==> config.mk <==
export PLATFORM = sky130hd
export DESIGN_NAME = vlsr_top
export DESIGN_NICKNAME = d
export VERILOG_FILES = /design/src/rtl/vlsr_placeholder_note.sv /design/src/rtl/vlsr_pkg.sv /design/src/rtl/vlsr_chain_if.sv /design/src/rtl/vlsr_top.sv /design/src/rtl/vlsr_chain.sv
export SDC_FILE = /design/constraint.sdc
export NUM_CORES = 1
export LEC_CHECK = 0
export ABC_AREA = 1
export BUFFER_PORTS_ARGS = -buffer_cell sky130_fd_sc_hd__buf_2
export CAP_MARGIN = 20
export CORE_ASPECT_RATIO = 1.2
export CORE_UTILIZATION = 35
export CTS_BUF_LIST = sky130_fd_sc_hd__clkbuf_4 sky130_fd_sc_hd__clkbuf_8
export DETAILED_ROUTE_END_ITERATION = 16
export GPL_TIMING_DRIVEN = 0
export PLACE_DENSITY = 0.53
export SLEW_MARGIN = 20
export SYNTH_ARGS = -nofsm -noshare
export SYNTH_HDL_FRONTEND = slang
export SYNTH_HIERARCHICAL = 1
export SYNTH_SLANG_ARGS = --single-unit
==> constraint.sdc <==
create_clock -name clock -period 13 [get_ports clock]
set_input_delay 0.65 -clock clock [delete_from_list [all_inputs] [get_ports clock]]
set_output_delay 0.65 -clock clock [all_outputs]
set_load 0.005 [all_outputs]
==> src/rtl/vlsr_placeholder_note.sv <==
// Intentionally empty compilation unit kept for ordering; holds no logic.
`default_nettype none
`default_nettype wire

==> src/rtl/vlsr_pkg.sv <==
// Constants shared by the variable length shift register and its stage chain.
// Assumes one 200 MHz clock and pins sampled asynchronously to it.
// Functional notes
// Shift length programmable from 1 to 64
// Length is one plus asserted weight sum
// Select high takes data A, low B
// Clock edge shifts when enable held low
// Enable falling with clock high shifts once
// Master reset clears at once, overrides all
// Output shows last stage of chosen length
// Contents hold indefinitely without shift events
// Outside logic may recirculate output into input
// Rising clock edge is the active edge
// Inverted output always complements true output
`default_nettype none
package vlsr_pkg;
   localparam int DEPTH = 64;
   localparam int LEN_W = 6;
   localparam int PIN_W = 11;
   // Positions within the sampled pin vector
   localparam int PIN_CLK = 10;
   localparam int PIN_HOLD = 9;
   localparam int PIN_A = 8;
   localparam int PIN_B = 7;
   localparam int PIN_SEL = 6;
   localparam int PIN_LEN_LSB = 0;
   localparam logic [PIN_W-1:0] PIN_RESET = 11'h000;
   localparam logic STAGE_RESET = 1'h0;
endpackage : vlsr_pkg
`default_nettype wire

==> src/rtl/vlsr_chain_if.sv <==
// Carrier between the pin front end and the stage chain.
// Assumes both ends share one clock.
`default_nettype none
interface vlsr_chain_if #(
   parameter int LEN_W = vlsr_pkg::LEN_W
);
   logic shift;
   logic shift_in;
   logic [LEN_W-1:0] len;
   logic tap;
   logic tap_n;
   modport front (output shift, output shift_in, output len, input tap, input tap_n);
   modport chain (input shift, input shift_in, input len, output tap, output tap_n);
endinterface : vlsr_chain_if
`default_nettype wire

==> src/rtl/vlsr_top.sv <==
// Variable length serial shift register, 1 to 64 stages, with pin front end.
// Assumes all pins are asynchronous to clock; master_reset acts without it.
`default_nettype none
module vlsr_top #(
   parameter int DEPTH = vlsr_pkg::DEPTH,
   parameter int LEN_W = vlsr_pkg::LEN_W
) (
   input wire logic clock,
   input wire logic arst_n,
   input wire logic master_reset,
   input wire logic shift_clock,
   input wire logic shift_hold,
   input wire logic data_a,
   input wire logic data_b,
   input wire logic select_a,
   input wire logic len_weight_one,
   input wire logic len_weight_two,
   input wire logic len_weight_four,
   input wire logic len_weight_eight,
   input wire logic len_weight_sixteen,
   input wire logic len_weight_thirtytwo,
   output logic serial_out,
   output logic serial_out_n
);
   localparam int PIN_W = vlsr_pkg::PIN_W;

   typedef struct packed {
      logic [PIN_W-1:0] sync1;
      logic [PIN_W-1:0] sync2;
      logic [PIN_W-1:0] sync3;
      logic [PIN_W-1:0] filt;
      logic shift;
      logic shift_in;
   } vlsr_front_s;

   vlsr_front_s state;
   vlsr_front_s next_state;
   logic [PIN_W-1:0] pins;
   logic chain_rst_n;
   logic clk_rise;
   logic hold_fall;
   logic sel_data;

   if (LEN_W != vlsr_pkg::LEN_W) begin : g_bad_width
      $error("LEN_W must match the six weighted length pins");
   end

   vlsr_chain_if #(.LEN_W(LEN_W)) ch ();

   // Returns the filtered pin value; a change counts once stages two and three agree
   function automatic logic [PIN_W-1:0] vlsr_filter(
      input logic [PIN_W-1:0] prev,
      input logic [PIN_W-1:0] s2,
      input logic [PIN_W-1:0] s3
   );
      logic [PIN_W-1:0] res;
      res = prev;
      for (int i = 0; i < PIN_W; i++) begin
         if (s2[i] == s3[i]) begin
            res[i] = s2[i];
         end
      end
      return res;
   endfunction : vlsr_filter

   // Weights sit at their binary place, so len is the sum of asserted weights
   assign pins = {shift_clock, shift_hold, data_a, data_b, select_a,
                  len_weight_thirtytwo, len_weight_sixteen, len_weight_eight,
                  len_weight_four, len_weight_two, len_weight_one};

   // Master reset is folded into the chain reset so it needs no clock edge.
   // Its release is not synchronised; hold data steady around it.
   assign chain_rst_n = arst_n & ~master_reset;

   always_comb begin
      next_state = state;
      next_state.sync1 = pins;
      next_state.sync2 = state.sync1;
      next_state.sync3 = state.sync2;
      next_state.filt = vlsr_filter(state.filt, state.sync2, state.sync3);
      // Rising clock with enable low, or enable falling while clock stays high
      clk_rise = next_state.filt[vlsr_pkg::PIN_CLK] & ~state.filt[vlsr_pkg::PIN_CLK];
      hold_fall = ~next_state.filt[vlsr_pkg::PIN_HOLD] & state.filt[vlsr_pkg::PIN_HOLD];
      // Data taken as it stood before the edge, which keeps setup meaningful
      sel_data = state.filt[vlsr_pkg::PIN_SEL] ? state.filt[vlsr_pkg::PIN_A]
                                               : state.filt[vlsr_pkg::PIN_B];
      next_state.shift = (clk_rise & ~next_state.filt[vlsr_pkg::PIN_HOLD])
                         | (hold_fall & next_state.filt[vlsr_pkg::PIN_CLK]);
      next_state.shift_in = sel_data;
      // Shift requests during master reset are dropped
      if (master_reset) begin
         next_state.shift = 1'h0;
      end
   end

   always_ff @(posedge clock or negedge arst_n) begin
      if (!arst_n) begin
         state.sync1 <= vlsr_pkg::PIN_RESET;
         state.sync2 <= vlsr_pkg::PIN_RESET;
         state.sync3 <= vlsr_pkg::PIN_RESET;
         state.filt <= vlsr_pkg::PIN_RESET;
         state.shift <= 1'h0;
         state.shift_in <= 1'h0;
      end else begin
         state <= next_state;
      end
   end

   assign ch.shift = state.shift;
   assign ch.shift_in = state.shift_in;
   assign ch.len = state.filt[vlsr_pkg::PIN_LEN_LSB +: LEN_W];

   vlsr_chain #(
      .DEPTH(DEPTH),
      .LEN_W(LEN_W)
   ) u_chain (
      .clock(clock),
      .rst_n(chain_rst_n),
      .ch(ch.chain)
   );

   assign serial_out = ch.tap;
   assign serial_out_n = ch.tap_n;
endmodule : vlsr_top
`default_nettype wire

==> src/rtl/vlsr_chain.sv <==
// Stage chain of the variable length shift register with registered tap.
// Assumes shift requests are single-cycle and len is already synchronised.
`default_nettype none
module vlsr_chain #(
   parameter int DEPTH = vlsr_pkg::DEPTH,
   parameter int LEN_W = vlsr_pkg::LEN_W
) (
   input wire logic clock,
   input wire logic rst_n,
   vlsr_chain_if.chain ch
);
   typedef struct packed {
      logic [DEPTH-1:0] stages;
      logic tap;
      logic tap_n;
   } vlsr_chain_s;

   vlsr_chain_s state;
   vlsr_chain_s next_state;

   if (DEPTH != (1 << LEN_W)) begin : g_bad_depth
      $error("DEPTH must equal two to the power LEN_W");
   end

   always_comb begin
      next_state = state;
      // Without a shift request the stages simply hold
      if (ch.shift) begin
         next_state.stages = {state.stages[DEPTH-2:0], ch.shift_in};
      end
      // Stage index len is the len+1-th stage, giving lengths 1 to DEPTH
      next_state.tap = next_state.stages[ch.len];
      next_state.tap_n = ~next_state.stages[ch.len];
   end

   always_ff @(posedge clock or negedge rst_n) begin
      if (!rst_n) begin
         state.stages <= '0;
         state.tap <= vlsr_pkg::STAGE_RESET;
         state.tap_n <= ~vlsr_pkg::STAGE_RESET;
      end else begin
         state <= next_state;
      end
   end

   assign ch.tap = state.tap;
   assign ch.tap_n = state.tap_n;
endmodule : vlsr_chain
`default_nettype wire

Word level (Yosys, flattened, before mapping)

Index checks and enable logic that the tools add are counted.

Register bits after elaboration: 112
Output and inout port bits: 2
Logic and storage cells: 47

$lt $le $gt $ge: 1
Equality and inequality tests: 11
Muxes and demuxes: 7
Bitwise operators: 10

Operator list:

| operator           | count |
|---|---|
| $mux 64            | 1 |
| $eq 1x1->1         | 11 |
| $lt 6x7->1 const B | 1 |
| $bmux 1 s6         | 1 |
| $and 1x1->1        | 5 |
| $mux 1             | 5 |
| $not 1->1          | 4 |
| $or 1x1->1         | 1 |

Depth between registers and ports, before layout

Depth after elaboration: 7
Gate-level depth with buffers: 11
Mapped depth without buffers: 10

By module

Netlist, hierarchy kept.

By module, submodules not included:

| module     | times used | cells each | area each (sq um) | seq. area each (sq um) |
|---|---|---|---|---|
| vlsr_chain | 1          | 417        | 3215.6            | 1652.8 |
| vlsr_top   | 1          | 69         | 1311.3            | 1151.1 |

Least setup slack after synthesis

No wires, ideal clock.

Path type: register -> register
Start point: reg state (netlist bit ch.len[0])
End point: reg, netlist name u_chain/ch.tap
Library setup time: 0.123 ns
Data arrival time: 1.229 ns
Setup slack: 11.648 ns
Stages on the path, launching flop included: 11
Path buffers: 2
Period minus slack after synthesis: 1.352 ns
Cell sequence: dfrtp_1 -> buf_2 -> inv_2 -> buf_2 -> nand3_1 -> nand3_1 -> nand3_1 -> nand3_1 -> nand3_1 -> nand3_1 -> nand2_2

RTL lines:

| what                   | line            | RTL |
|---|---|---|
| from (decl)            | vlsr_top.sv:36  | `vlsr_front_s state;` |
| from (signal assigned) | vlsr_top.sv:105 | `state <= next_state;` |

==> impl_metrics.env <==
export IMPL_cp_common_cell="nand3_1"
export IMPL_place_ws_ns=10.74
export IMPL_fin_tns_setup_ns=0
export IMPL_setup_violations=0
export IMPL_ys_seq_area_frac=0.619
export IMPL_drtPass1Iterations=5
export IMPL_netSwitchingPower_mw=0.183
export IMPL_cts_sinks=112
export IMPL_drc=0
export IMPL_internal_power_mw=0.499
export IMPL_final_cell_mix="nand2_1 (195), nand3_1 (126), dfrtp_1 (111)"
export IMPL_holdBufCountCts=0
export IMPL_synth_area_per_cell_um2=9.31
export IMPL_ctsResizeCount=0
export IMPL_status="finished clean"
export IMPL_layout_drive_gt1_share=0.129
export IMPL_switching_share=0.268
export IMPL_gp_congestion=0.778
export IMPL_numCtsBuffers=9
export IMPL_max_stage_delay_ns=0.41
export IMPL_min_path_type="in -> async"
export IMPL_grt_usage=0.169
export IMPL_ioPinCount=16
export IMPL_met1_usage=0.217
export IMPL_post_synth_num_cell_types=17
export IMPL_rows=45
export IMPL_worstSetupPathType="reg -> reg"
export IMPL_critPathArrivalTime_ns=2.10
export IMPL_grt_ovfl_total=0
export IMPL_post_route_min_period_ns=1.79
export IMPL_dpl_cell_area_um2=4890
export IMPL_cts_root_buf="clkbuf_8"
export IMPL_clock_latency_ns=0.38
export IMPL_ys_ff_latch=112
export IMPL_diodes=0
export IMPL_dieArea_um2=13400
export IMPL_cp_top_family="buffers and inverters"
export IMPL_grt_pass1_wl_mm=17.3
export IMPL_dp_hpwl_mm=6.93
export IMPL_drv_slew=0
export IMPL_cts_tree="yes"
export IMPL_grt_max_degree=48
export IMPL_period_share=0.138
export IMPL_cp_end_kind="flop"
export IMPL_grt_pass1_vias=3465
export IMPL_fin_nets=529
export IMPL_fin_ws_ns=11.21
export IMPL_vdd_ir_drop_worst_mv=0.0746
export IMPL_cp_slowest_cell="dfrtp_1"
export IMPL_required_ns=13.32
export IMPL_gr_usage_met3=0.0288
export IMPL_worstMarginPinSlew_ns=0.556
export IMPL_synth_nets=500
export IMPL_start_util=0.359
export IMPL_ys_warn_count=6
export IMPL_post_cts_buffers=0
export IMPL_worstPathMaxFanout=10
export IMPL_skew_ns=0.0105
export IMPL_routedWlPerCell_um=15.1
export IMPL_hold_viol_final=0
export IMPL_stdcell_area_um2=5110
export IMPL_synth_cells=486
export IMPL_comb_power_share=0.127
export IMPL_syn2layout_area_growth_pct=12.8
export IMPL_die_h_um=127
export IMPL_grt_busiest_layer="met2"
export IMPL_cts_htree_levels=3
export IMPL_port_buffers=15
export IMPL_power_per_cell_area_nw_per_um2=134
export IMPL_p_seq_frac=0.552
export IMPL_core_area_um2=12600
export IMPL_routed_via_density=5.00
export IMPL_max_freq_ghz=0.559
export IMPL_netlist_area_um2=4530
export IMPL_leakage_nw=2.71
export IMPL_layout_commonest_cell="nand2_1"
export IMPL_pwr_share_clk=0.320
export IMPL_postRouteAntennaNets=0
export IMPL_start_kind="flop"
export IMPL_drt_wl_total_mm=10.3
export IMPL_fp_dieW_um=106
export IMPL_crit_chain="buf_6 -> inv_1 -> buf_2 -> nand3_1 -> nand3_1 -> nand3_1 -> nand3_1 -> nand3_1 -> nand2_2 -> inv_2"
export IMPL_slew_headroom=0.629
export IMPL_fin_hold_ws_ns=0.251
export IMPL_cp_buffers_inverters=4
export IMPL_rsz0062_at_grt="no"
export IMPL_use_met2=0.279
export IMPL_cts_buffer_depth=2
export IMPL_max_cap_violations=0
export IMPL_drtIter0Drc=174
export IMPL_clk_pin_slew_worst_paths_ns=0.10
export IMPL_vias=3420
export IMPL_antenna_found_initial=0
## cells in the mapped netlist (all sizes together)
cell	instances	area share
a21oi	2	0.0030
nor2	4	0.0039
nand3	126	0.14
dfrtp	111	0.61
maj3	9	0.020
buf	22	0.033
o21ai	1	0.0011
clkbuf	2	0.0061
mux2	1	0.0025
dfstp	1	0.0058
inv	11	0.0091
nand2	196	0.16
## per-layer routing
metal	vias up	part of all wire
li1	1641	-
met1	1695	0.46
met2	68	0.48
met4	0	0.028
met3	16	0.032
met5	-	0
## state kept, by name, summed over array words and instances (netlist names)
register and cells:
next_state 22, u_chain/ch.tap 1, state 16, ch.shift 1, u_chain/ch.tap_n 1, ch.shift_in 1, ch.len 6, u_chain/state 64
## worst reg2reg max path, cell delays in order (launching register included)
cell	delay, ns
dfrtp_1	0.41
buf_6	0.15
inv_1	0.22
buf_2	0.33
nand3_1	0.11
nand3_1	0.10
nand3_1	0.11
nand3_1	0.09
nand3_1	0.09
nand2_2	0.10
inv_2	0.03
## kinds of logic after synthesis
group | count (synthesis) | synth area share
adders and majority gates | 9 | 0.0199
buffers and inverters | 35 | 0.0478
DFF | 112 | 0.619
AOI/OAI and AO/OA | 3 | 0.00414
and+or+nand+nor | 326 | 0.306
muxes | 1 | 0.00249
## worst paths after layout
path	from	to	slack (ns)	depth (start not counted)
max in group asynchronous	arst_n	u_chain/state[2]	11.58	6
min in group clock	next_state[29]	next_state[18]	0.36	0
worst max-delay path	ch.len[1]	u_chain/ch.tap_n	11.21	10
worst max register to register	ch.len[1]	u_chain/ch.tap_n	11.21	10
worst min register to register	next_state[29]	next_state[18]	0.36	0
worst min-delay path	arst_n	state[19]	0.25	1
## metrics by stage
step	utilization	instances	power, mW
after floorplan	-	486	0.438
after global placement	0.381	665	0.466
after detailed placement	0.388	668	0.471
after CTS	0.405	684	0.690
after global routing	0.405	684	0.713
final	0.405	684	0.682
## power groups by stage
| stage | Combinational (mW) | Clock (mW) | Sequential, mW |
|---|---|---|---|
| CTS | 0.0877 | 0.226 | 0.377 |
| global placement | 0.0829 | 0 | 0.383 |
| floorplan | 0.0573 | 0 | 0.381 |
| finish | 0.0869 | 0.218 | 0.377 |
| detailed placement | 0.0875 | 0 | 0.383 |
| global route | 0.0971 | 0.237 | 0.379 |
## final cells by class
cell class | count | area (µm²)
Timing Repair Buffer | 18 | 153
Clock inverter | 5 | 62.6
Inverter | 11 | 41.3
Clock buffer | 11 | 151
Fill cell | 1291 | 7510
Multi-Input combinational cell | 339 | 1510
Buffer | 24 | 175
Sequential cell | 112 | 2800
Tap cell | 164 | 205
No activity file was read; power rests on OpenSTA's default activity.
